<file path="config.mk">
export PLATFORM = sky130hd
export DESIGN_NAME = boot_entry_ctrl
export DESIGN_NICKNAME = d
export VERILOG_FILES = /design/src/common/boot_key_pkg.sv /design/src/design/key_window_timer.sv /design/src/design/boot_entry_ctrl.sv
export SDC_FILE = /design/constraint.sdc
export NUM_CORES = 1
export LEC_CHECK = 0
export ABC_CLOCK_PERIOD_IN_PS = 3900
export BUFFER_PORTS_ARGS = -buffer_cell sky130_fd_sc_hd__buf_2
export CAP_MARGIN = 20
export CORE_MARGIN = 2
export CORE_UTILIZATION = 48
export DETAILED_ROUTE_END_ITERATION = 7
export PLACE_DENSITY = 0.85
export SLEW_MARGIN = 10
export SYNTH_ARGS = -nofsm -noshare
export SYNTH_HDL_FRONTEND = slang
export SYNTH_SLANG_ARGS = --single-unit
</file>
<file path="constraint.sdc">
create_clock -name ref_clk_in -period 3.9 [get_ports ref_clk_in]
set_input_delay 0.195 -clock ref_clk_in [delete_from_list [all_inputs] [get_ports ref_clk_in]]
set_output_delay 0.195 -clock ref_clk_in [all_outputs]
set_load 0.02 [all_outputs]
</file>
<file path="src/common/boot_key_pkg.sv">
package boot_key_pkg;

	// Clock and instruction cycle timing.
	localparam int unsigned CLK_PERIOD_NS = 50;
	localparam int unsigned INSTR_CYCLE_NS = 1000;
	localparam int unsigned INSTR_DIV_CYCLES = (INSTR_CYCLE_NS + CLK_PERIOD_NS - 1) / CLK_PERIOD_NS;
	localparam logic [4:0] INSTR_DIV_LAST = 5'(INSTR_DIV_CYCLES - 1);
	localparam logic [3:0] KEY_WINDOW_CYCLES = 4'h8;
	localparam logic [1:0] FORCED_HOLD_CYCLES = 2'h3;

	// Key pattern on bits 7..2 of a key write.
	localparam logic [5:0] KEY_PATTERN = 6'h26;

	// Register byte offsets.
	localparam logic [7:0] OFS_PULSE_TIMING = 8'h00;
	localparam logic [7:0] OFS_BOOT_KEY = 8'h04;
	localparam logic [7:0] OFS_STATUS = 8'h08;
	localparam logic [7:0] OFS_CONTROL = 8'h0c;

	// Reset value and write mask of the pulse timing register.
	localparam logic [7:0] PULSE_TIMING_RST = 8'h07;
	localparam logic [6:0] PULSE_TIMING_MASK = 7'h7f;

	// Status field positions.
	localparam int unsigned ST_KEY_SET = 0;
	localparam int unsigned ST_FORCED_PIN = 1;
	localparam int unsigned ST_IN_BOOT = 2;
	localparam int unsigned ST_SECURITY = 3;
	localparam int unsigned ST_FLEX = 4;
	localparam int unsigned ST_CODE_LISTED = 5;
	localparam int unsigned ST_FORCED_ENTRY = 6;
	localparam int unsigned ST_KEY_LEFT_LSB = 8;

	// Control field positions.
	localparam int unsigned CT_EXIT = 0;

	// Listed pulse timing codes, lowest clock range first.
	localparam logic [7:0] TIMING_CODES [19] = '{
		8'h07, 8'h08, 8'h0b, 8'h0f, 8'h11, 8'h17, 8'h1d, 8'h27, 8'h2f, 8'h3f,
		8'h47, 8'h48, 8'h4b, 8'h4f, 8'h54, 8'h5b, 8'h63, 8'h6f, 8'h7b};

	// Program source of the core.
	typedef enum logic [1:0] {
		EXEC_FLASH = 2'b00,
		EXEC_BOOT = 2'b01,
		EXEC_FORCED = 2'b10
	} exec_e;

	// True when a code belongs to one of the listed clock ranges.
	function automatic logic timing_code_listed(input logic [7:0] code);
		logic hit;
		hit = 1'b0;
		for (int i = 0; i < 19; i++)
		begin
			if (TIMING_CODES[i] == code)
			begin
				hit = 1'b1;
			end
		end
		return hit;
	endfunction

endpackage

</file>
<file path="src/design/key_window_timer.sv">
`timescale 1ns/1ns
module key_window_timer
	import boot_key_pkg::*;
(
	// Clock and reset.
	input wire logic ref_clk_in,
	input wire logic sys_rst_in,
	// Control.
	input wire logic instr_tick_in,
	input wire logic key_load_in,
	input wire logic freeze_in,
	// Key state.
	output logic key_set_out,
	output logic [3:0] cycles_left_out
);

	typedef struct packed {
		logic active;
		logic [3:0] left;
	} timer_s;

	timer_s s_r;
	timer_s s_nxt;

	// Outside reset a load always wins, so a second match restarts the window in full.
	always_comb
	begin
		s_nxt = s_r;
		if (sys_rst_in)
		begin
			s_nxt = '0;
		end
		else if (key_load_in)
		begin
			s_nxt.active = 1'b1;
			s_nxt.left = KEY_WINDOW_CYCLES;
		end
		// Only a breakpoint freezes; interrupts are not seen here at all.
		else if (s_r.active && instr_tick_in && !freeze_in)
		begin
			if (s_r.left == 4'h1)
			begin
				s_nxt.active = 1'b0;
				s_nxt.left = 4'h0;
			end
			else
			begin
				s_nxt.left = s_r.left - 4'h1;
			end
		end
	end

	// State register.
	always_ff @(posedge ref_clk_in)
	begin
		s_r <= s_nxt;
	end

	assign key_set_out = s_r.active;
	assign cycles_left_out = s_r.left;

	// Last tick of the window clears the key.
	a_key_window_end: assert property (@(posedge ref_clk_in) disable iff (sys_rst_in)
		s_r.active && s_r.left == 4'h1 && instr_tick_in && !freeze_in && !key_load_in |=> !s_r.active)
		else $error("key did not expire after its last cycle");

	// A frozen counter keeps its count.
	a_key_freeze_hold: assert property (@(posedge ref_clk_in) disable iff (sys_rst_in)
		s_r.active && freeze_in && !key_load_in |=> $stable(s_r.left) && s_r.active)
		else $error("key counter moved during breakpoint");

	// A load always restarts the full window.
	a_key_restart_full: assert property (@(posedge ref_clk_in) disable iff (sys_rst_in)
		key_load_in |=> s_r.active && s_r.left == KEY_WINDOW_CYCLES)
		else $error("key load did not restart full window");

endmodule

</file>
<file path="src/design/boot_entry_ctrl.sv">
// The address map and the Wishbone interface to the registers were decided locally.
`timescale 1ns/1ns
module boot_entry_ctrl
	import boot_key_pkg::*;
(
	// Clock and reset.
	input wire logic ref_clk_in,
	input wire logic sys_rst_in,
	// Wishbone slave.
	input wire logic wb_cyc_in,
	input wire logic wb_stb_in,
	input wire logic wb_we_in,
	input wire logic [7:0] wb_adr_in,
	input wire logic [3:0] wb_sel_in,
	input wire logic [31:0] wb_dat_in,
	output logic [31:0] wb_dat_out,
	output logic wb_ack_out,
	// Core instruction events.
	input wire logic jump_to_boot_instr_in,
	input wire logic return_to_flash_instr_in,
	input wire logic emulation_mode_in,
	input wire logic breakpoint_in,
	// Option bits and erase events.
	input wire logic flash_execute_opt_in,
	input wire logic security_opt_in,
	input wire logic security_program_in,
	input wire logic mass_erase_in,
	input wire logic user_isp_sec_clear_in,
	// Forced boot pin.
	input wire logic forced_boot_pin_in,
	input wire logic forced_boot_hv_in,
	// Serial clock pin.
	output logic serial_clock_pin_out,
	output logic serial_clock_pin_oe_out,
	// Program source and events.
	output logic fetch_from_boot_out,
	output logic boot_jump_out,
	output logic flash_jump_out,
	output logic flash_return_out,
	output logic exit_reset_req_out,
	output logic [7:0] flash_pulse_timing_out,
	output logic security_bit_out
);

	typedef struct packed {
		logic ack;
		logic [31:0] rd_data;
		logic [7:0] pulse_timing;
		exec_e exec;
		logic boot_sel;
		logic [4:0] div;
		logic tick;
		logic sclk;
		logic sclk_oe;
		logic security;
		logic boot_jump;
		logic flash_jump;
		logic flash_ret;
		logic exit_req;
		logic key_load;
		logic forced_entry;
		logic [1:0] hv_hold;
	} ctrl_s;

	ctrl_s s_r;
	ctrl_s s_nxt;

	logic key_set;
	logic [3:0] key_left;
	logic bus_take;
	logic wr_low;
	logic key_match;
	logic pin_level;

	// The key window counts instruction cycles, not bus clocks.
	key_window_timer u_key_timer (
		.ref_clk_in(ref_clk_in),
		.sys_rst_in(sys_rst_in),
		.instr_tick_in(s_r.tick),
		.key_load_in(s_r.key_load),
		.freeze_in(emulation_mode_in && breakpoint_in),
		.key_set_out(key_set),
		.cycles_left_out(key_left)
	);

	// A request is taken at the edge where the registered ack is high, so each
	// write acts exactly once, on the edge the master sees the answer.
	assign bus_take = wb_cyc_in && wb_stb_in && s_r.ack;
	assign wr_low = bus_take && wb_we_in && wb_sel_in[0];
	assign key_match = wb_dat_in[7:2] == KEY_PATTERN;
	// The pin reads as one whenever the high voltage is present.
	assign pin_level = forced_boot_pin_in || forced_boot_hv_in;

	// Next-state logic for the whole block.
	always_comb
	begin
		s_nxt = s_r;
		s_nxt.boot_jump = 1'b0;
		s_nxt.flash_jump = 1'b0;
		s_nxt.flash_ret = 1'b0;
		s_nxt.exit_req = 1'b0;
		s_nxt.key_load = 1'b0;
		s_nxt.tick = 1'b0;
		if (sys_rst_in)
		begin
			s_nxt = '0;
			s_nxt.pulse_timing = PULSE_TIMING_RST;
			// Option bits are only read, never written back.
			s_nxt.security = security_opt_in;
			if (forced_boot_hv_in)
			begin
				// The flex bit is bypassed entirely.
				s_nxt.exec = EXEC_FORCED;
				s_nxt.forced_entry = 1'b1;
				s_nxt.hv_hold = FORCED_HOLD_CYCLES;
			end
			else if (flash_execute_opt_in)
			begin
				s_nxt.exec = EXEC_FLASH;
			end
			else
			begin
				s_nxt.exec = EXEC_BOOT;
			end
			s_nxt.boot_sel = s_nxt.exec != EXEC_FLASH;
		end
		else
		begin
			// Instruction cycle divider.
			if (s_r.div == INSTR_DIV_LAST)
			begin
				s_nxt.div = 5'h0;
				s_nxt.tick = 1'b1;
			end
			else
			begin
				s_nxt.div = s_r.div + 5'h1;
			end

			// Countdown of the post-reset hold of the high voltage.
			if (s_r.tick && s_r.hv_hold != 2'h0)
			begin
				s_nxt.hv_hold = s_r.hv_hold - 2'h1;
			end

			// Load clock on the serial pin while the high voltage is present.
			// It may fight an external shift clock; that clash is the user's.
			s_nxt.sclk_oe = forced_boot_hv_in;
			if (!forced_boot_hv_in)
			begin
				s_nxt.sclk = 1'b0;
			end
			else if (s_r.tick)
			begin
				s_nxt.sclk = !s_r.sclk;
			end

			// Security: a program event sets, only erases clear, set wins.
			if (security_program_in)
			begin
				s_nxt.security = 1'b1;
			end
			else if (mass_erase_in || user_isp_sec_clear_in)
			begin
				s_nxt.security = 1'b0;
			end

			// Wishbone answer: one cycle of ack, then a dead cycle.
			s_nxt.ack = wb_cyc_in && wb_stb_in && !s_r.ack;
			s_nxt.rd_data = 32'h0;
			if (wb_cyc_in && wb_stb_in && !s_r.ack && !wb_we_in)
			begin
				unique case (wb_adr_in)
					OFS_PULSE_TIMING:
					begin
						s_nxt.rd_data[7:0] = {1'b0, s_r.pulse_timing[6:0]};
					end
					OFS_STATUS:
					begin
						s_nxt.rd_data[ST_KEY_SET] = key_set;
						s_nxt.rd_data[ST_FORCED_PIN] = pin_level;
						s_nxt.rd_data[ST_IN_BOOT] = s_r.boot_sel;
						s_nxt.rd_data[ST_SECURITY] = s_r.security;
						s_nxt.rd_data[ST_FLEX] = flash_execute_opt_in;
						s_nxt.rd_data[ST_CODE_LISTED] = timing_code_listed(s_r.pulse_timing);
						s_nxt.rd_data[ST_FORCED_ENTRY] = s_r.forced_entry;
						s_nxt.rd_data[ST_KEY_LEFT_LSB +: 4] = key_left;
					end
					default:
					begin
						s_nxt.rd_data = 32'h0;
					end
				endcase
			end

			// Register writes.
			if (wr_low)
			begin
				unique case (wb_adr_in)
					OFS_PULSE_TIMING:
					begin
						s_nxt.pulse_timing = {1'b0, wb_dat_in[6:0] & PULSE_TIMING_MASK};
					end
					OFS_BOOT_KEY:
					begin
						// A mismatch simply leaves the key as it is.
						s_nxt.key_load = key_match;
					end
					OFS_CONTROL:
					begin
						s_nxt.exit_req = wb_dat_in[CT_EXIT];
					end
					default:
					begin
						s_nxt.exit_req = 1'b0;
					end
				endcase
			end

			// Program source changes from core instruction events.
			unique case (s_r.exec)
				EXEC_FLASH:
				begin
					if (jump_to_boot_instr_in)
					begin
						if (key_set)
						begin
							s_nxt.exec = EXEC_BOOT;
							s_nxt.boot_jump = 1'b1;
						end
						else
						begin
							s_nxt.flash_jump = 1'b1;
						end
					end
				end
				EXEC_BOOT, EXEC_FORCED:
				begin
					// Flash stays unfetched while boot code programs it.
					if (return_to_flash_instr_in)
					begin
						s_nxt.exec = EXEC_FLASH;
						s_nxt.flash_ret = 1'b1;
					end
				end
				default:
				begin
					s_nxt.exec = EXEC_FLASH;
				end
			endcase
			s_nxt.boot_sel = s_nxt.exec != EXEC_FLASH;
		end
	end

	// State register.
	always_ff @(posedge ref_clk_in)
	begin
		s_r <= s_nxt;
	end

	// Outputs come straight from the state register.
	assign wb_ack_out = s_r.ack;
	assign wb_dat_out = s_r.rd_data;
	assign serial_clock_pin_out = s_r.sclk;
	assign serial_clock_pin_oe_out = s_r.sclk_oe;
	assign fetch_from_boot_out = s_r.boot_sel;
	assign boot_jump_out = s_r.boot_jump;
	assign flash_jump_out = s_r.flash_jump;
	assign flash_return_out = s_r.flash_ret;
	assign exit_reset_req_out = s_r.exit_req;
	assign flash_pulse_timing_out = s_r.pulse_timing;
	assign security_bit_out = s_r.security;

	// A matching key write opens the window two edges later.
	a_key_match_sets: assert property (@(posedge ref_clk_in) disable iff (sys_rst_in)
		wr_low && wb_adr_in == OFS_BOOT_KEY && key_match ##1 !sys_rst_in |=> key_set)
		else $error("matching key write did not set key");

	// A mismatched write on a clear key leaves it clear.
	a_key_mismatch_clear: assert property (@(posedge ref_clk_in) disable iff (sys_rst_in)
		wr_low && wb_adr_in == OFS_BOOT_KEY && !key_match && !key_set && !s_r.key_load |=> ##1 !key_set)
		else $error("mismatched key write set key");

	// Jump with the key set enters boot.
	a_jump_enters_boot: assert property (@(posedge ref_clk_in) disable iff (sys_rst_in)
		s_r.exec == EXEC_FLASH && jump_to_boot_instr_in && key_set
		|=> boot_jump_out && fetch_from_boot_out)
		else $error("keyed jump did not enter boot");

	// Jump without the key stays in flash.
	a_jump_stays_flash: assert property (@(posedge ref_clk_in) disable iff (sys_rst_in)
		s_r.exec == EXEC_FLASH && jump_to_boot_instr_in && !key_set
		|=> flash_jump_out && !fetch_from_boot_out)
		else $error("unkeyed jump left flash");

	// Return instruction from boot resumes flash.
	a_return_to_flash: assert property (@(posedge ref_clk_in) disable iff (sys_rst_in)
		s_r.boot_sel && return_to_flash_instr_in |=> !fetch_from_boot_out && flash_return_out)
		else $error("return did not reach flash");

	// High voltage during reset forces boot at release.
	a_forced_boot_entry: assert property (@(posedge ref_clk_in)
		sys_rst_in && forced_boot_hv_in |=> fetch_from_boot_out && s_r.exec == EXEC_FORCED)
		else $error("forced entry did not select boot");

	// Plain reset with flex set starts in flash.
	a_plain_flash_start: assert property (@(posedge ref_clk_in)
		sys_rst_in && !forced_boot_hv_in && flash_execute_opt_in |=> !fetch_from_boot_out)
		else $error("plain reset did not start in flash");

	// Security holds unless an erase clears it.
	a_security_sticky: assert property (@(posedge ref_clk_in) disable iff (sys_rst_in)
		!sys_rst_in && security_bit_out && !mass_erase_in && !user_isp_sec_clear_in |=> security_bit_out)
		else $error("security bit cleared without erase");

	// Load clock drives the serial pin under high voltage; the reset edge itself clears the enable.
	a_load_clock_drive: assert property (@(posedge ref_clk_in) disable iff (sys_rst_in)
		!sys_rst_in && forced_boot_hv_in |=> serial_clock_pin_oe_out)
		else $error("serial pin not driven under high voltage");

	// Without high voltage the serial pin is released and the clock rests low.
	a_load_clock_off: assert property (@(posedge ref_clk_in) disable iff (sys_rst_in)
		!sys_rst_in && !forced_boot_hv_in |=> !serial_clock_pin_oe_out && !serial_clock_pin_out)
		else $error("serial pin driven without high voltage");

	// Each instruction tick under high voltage flips the load clock.
	a_load_clock_toggle: assert property (@(posedge ref_clk_in) disable iff (sys_rst_in)
		!sys_rst_in && forced_boot_hv_in && s_r.tick |=> serial_clock_pin_out != $past(serial_clock_pin_out))
		else $error("load clock did not toggle on tick");

	// An erase without a program event clears the security bit.
	a_security_erase: assert property (@(posedge ref_clk_in) disable iff (sys_rst_in)
		!sys_rst_in && !security_program_in && (mass_erase_in || user_isp_sec_clear_in) |=> !security_bit_out)
		else $error("erase did not clear security bit");

	// An exit write gives exactly one request pulse.
	a_exit_pulse: assert property (@(posedge ref_clk_in) disable iff (sys_rst_in)
		wr_low && wb_adr_in == OFS_CONTROL && wb_dat_in[CT_EXIT] |=> exit_reset_req_out ##1 !exit_reset_req_out)
		else $error("exit request was not a single pulse");

	// Timing register reads zero in its top bit.
	a_timing_msb_zero: assert property (@(posedge ref_clk_in) disable iff (sys_rst_in)
		wb_cyc_in && wb_stb_in && !wb_we_in && !s_r.ack && wb_adr_in == OFS_PULSE_TIMING
		|=> wb_ack_out && !wb_dat_out[7])
		else $error("timing register top bit not zero");

endmodule

</file>
==> run summary <==
Netlist Area Pre-Place: 2030 um2
RSZ-0062 raised after global routing: false
Max Cap Violations: 0
Final ANT Viol Nets: 0
Largest family of logic cells by synthesized area: simple AND/OR/NAND/NOR gates
Crit Path Max Fanout: 9
Multiplexer share of the synthesized area: 3.09%
CTS buffer count: 5
Vias in the first global route: 1,250
Synth Area in Compound Gates: 11.6%
Simple-Gate Fraction of Synth Area: 20.4%
Internal: 0.000722 W
Fraction of layout cells with a size suffix above 1: 25.8%
Die Wd: 69.0 um
Final Hold Vio Count: 0
# resized after CTS: 0
Clock Pin Slew Worst Setup and Hold Paths: 80 ps
Worst-Skew Late Latency: 300 ps
H-tree levels: 2
Root Driver: clkbuf_8
Pre-CTS setup slack: 1740 ps
Sequential area share after synthesis: 42.5%
Worst EP arrival: 2120 ps
DP Area: 2130 um2
CP startpoint: wb_ack_out
GR Overflow Total: 0
Vias after detailed routing: 1,549
DRC Markers: 0
Synth Register Bits: 42
F_max: 535 MHz
Hold-fix buffers at CTS: 0
Final WL: 3.71 mm
Drt via density: 4.89
Post-route design area: 2260 um2
Commonest non-fill, non-tap cell in the layout: buf_2
Final core occ: 56.1%
Number of synthesized flops with an enable pin: 2
Die Height: 69.0 um
Gr usage total: 16.2%
Layout area overhead: 11.6%
Multi-input gate area: 872 um2
Post-Synth XOR/XNOR Area: 0.865%
Synth Instances: 226
Starting Density: 50.3%
Combinational power share: 8.2%
Worst setup EP type: flip-flop
Synthesized-area fraction occupied by adder cells: 3.09%
RD Place Congestion: 0.773
Final net count: 331
Worst Setup Start Kind: flip-flop
Power Dens Cells: 407 nW/um2
Post-layout min period: 1870 ps
CTS tree: done
RR Startpoint: wb_ack_out
Clock power frac: 43.2%
Rows: 23
# diodes: 0
DRT iter0 DRCs: 55
Drt pass-1 iters: 4
Hold crit path type: in -> reg
Synth cell types: 46
Mean post-synth cell area: 8.96 um2
Max IR drop VDD: 0.272 mV
Crit path required time: 4150 ps
Commonest cells after routing, fill and taps aside: buf_2 (59), dfxtp_1 (40), conb_1 (22)
Worst rel slew slack: 60.4%
Fin crit share: 47.9%
WL per Instance: 11.7 um
Setup slack, reg-to-reg: 2030 ps
Hold Startpoint: forced_boot_pin_in
Post-synth ARST share: 0%
Critical path class: reg -> reg
Global-route wire length before repair: 5.44 mm
Die ar.: 4760 um2
Final setup violating endpoints: 0
Synth warn: 0
Max Slew Vio Count: 0
TNS Setup: 0 ps
CTS Sinks: 42
Longest Clk Path Bufs: 2
Status: complete, no violations
Switch share: 21.6%
PnR worst setup slack: 2030 ps
Min Hold Slack: 106 ps
Fill count: 381
Clock skew: 10.5 ps
Least-Margin Pin Slew: 591 ps
Io pins: 109
Dominant synthesized flop cell: dfxtp_1
Register area: 861 um2
Largest net degree at the start of global routing: 33
Core Box Area: 4030 um2
Antenna violations before repair: 0
Postcts setup bufs: 0
Reg power frac: 48.6%
Switch Pwr: 0.000198 W
Hpwl dp: 2.81 mm
Port Buffers: 59
Static Leak: 1.08 nW
[layer usage]
metal,up-vias,global-route usage [%],part of all wire (%)
met5,-,0,0
met4,0,11.8,2.9
met3,10,3.90,6.4
met2,59,25.5,46
met1,686,19.3,45
li1,794,-,-
[flip-flops by register name (all words and copies together), names as in the netlist]
register	cells
wb_ack_out	1
flash_return_out	1
security_bit_out	1
fetch_from_boot_out	1
boot_jump_out	1
s_r	10
serial_clock_pin_out	1
serial_clock_pin_oe_out	1
flash_pulse_timing_out	7
exit_reset_req_out	1
flash_jump_out	1
u_key_timer.cycles_left_out	4
wb_dat_out	11
u_key_timer.key_set_out	1
[through the flow]
stage	cells	total power [W]
2_1_floorplan	247	0.000521
3_3_place_gp	309	0.000531
3_5_place_dp	309	0.000532
4_1_cts	317	0.000929
5_1_grt	317	0.000953
6_report	317	0.000920
[power by group through the flow]
stage               clock, W  sequential, W  combinational, W
finish              0.000398       0.000447         0.0000755
global route        0.000420       0.000448         0.0000844
CTS                 0.000407       0.000447         0.0000754
detailed placement         0       0.000457         0.0000752
global placement           0       0.000457         0.0000744
floorplan                  0       0.000462         0.0000593
[path summary, 6_finish.rpt]
path / depth (start not counted) / endpoint
worst max register to register: 5 / wb_dat_out[1]
worst min-delay path: 3 / wb_dat_out[1]
worst min register to register: 1 / wb_ack_out
worst max-delay path: 5 / wb_dat_out[1]
[critical path, stage by stage, from the launching register on]
cell and delay, ps:
dfxtp_1 320, nor3_1 190, or4b_1 550, nor2_1 500, o21ai_0 170, nand2_1 100
[kinds of logic (layout without fill, tap and decap cells)]
logic type      after synthesis  in the layout
xor+xnor                      2              2
fa+ha+maj                     5              5
flops                        42             42
simple gates                 79             79
other cells                   1             22
mux                           6              6
buf+inv                      57             77
compound gates               34             34
[cell usage after synthesis (2+ instances only)]
master	instances	share of area, %
nor2b_1	4	1.2
a211o_1	3	1.3
clkbuf_1	5	0.93
nor3_1	9	2.2
nand2b_1	3	0.93
nor2_1	20	3.7
inv_1	10	1.9
mux2i_1	4	2.0
nor3b_1	4	1.5
mux2_2	2	1.1
a21oi_1	9	2.2
edfxtp_1	2	3.0
or4_1	2	0.74
nand3_1	3	0.74
nor4b_1	3	1.3
o21ai_0	6	1.5
dfxtp_1	40	40
ha_1	5	3.1
buf_4	40	15
a22o_1	6	2.6
and2_1	3	0.93
nand2_1	19	3.5
[layout make-up]
cell class / count / share of cell area (%)
repair buffers: 59 / 13.1
flip-flops and latches: 42 / 38.1
clock buffers: 5 / 3.04
well taps: 50 / 2.77
clock inverters: 3 / 2.82
multi-input cells: 148 / 38.6
inverters: 10 / 1.66
(Power assumes the default switching activity.)
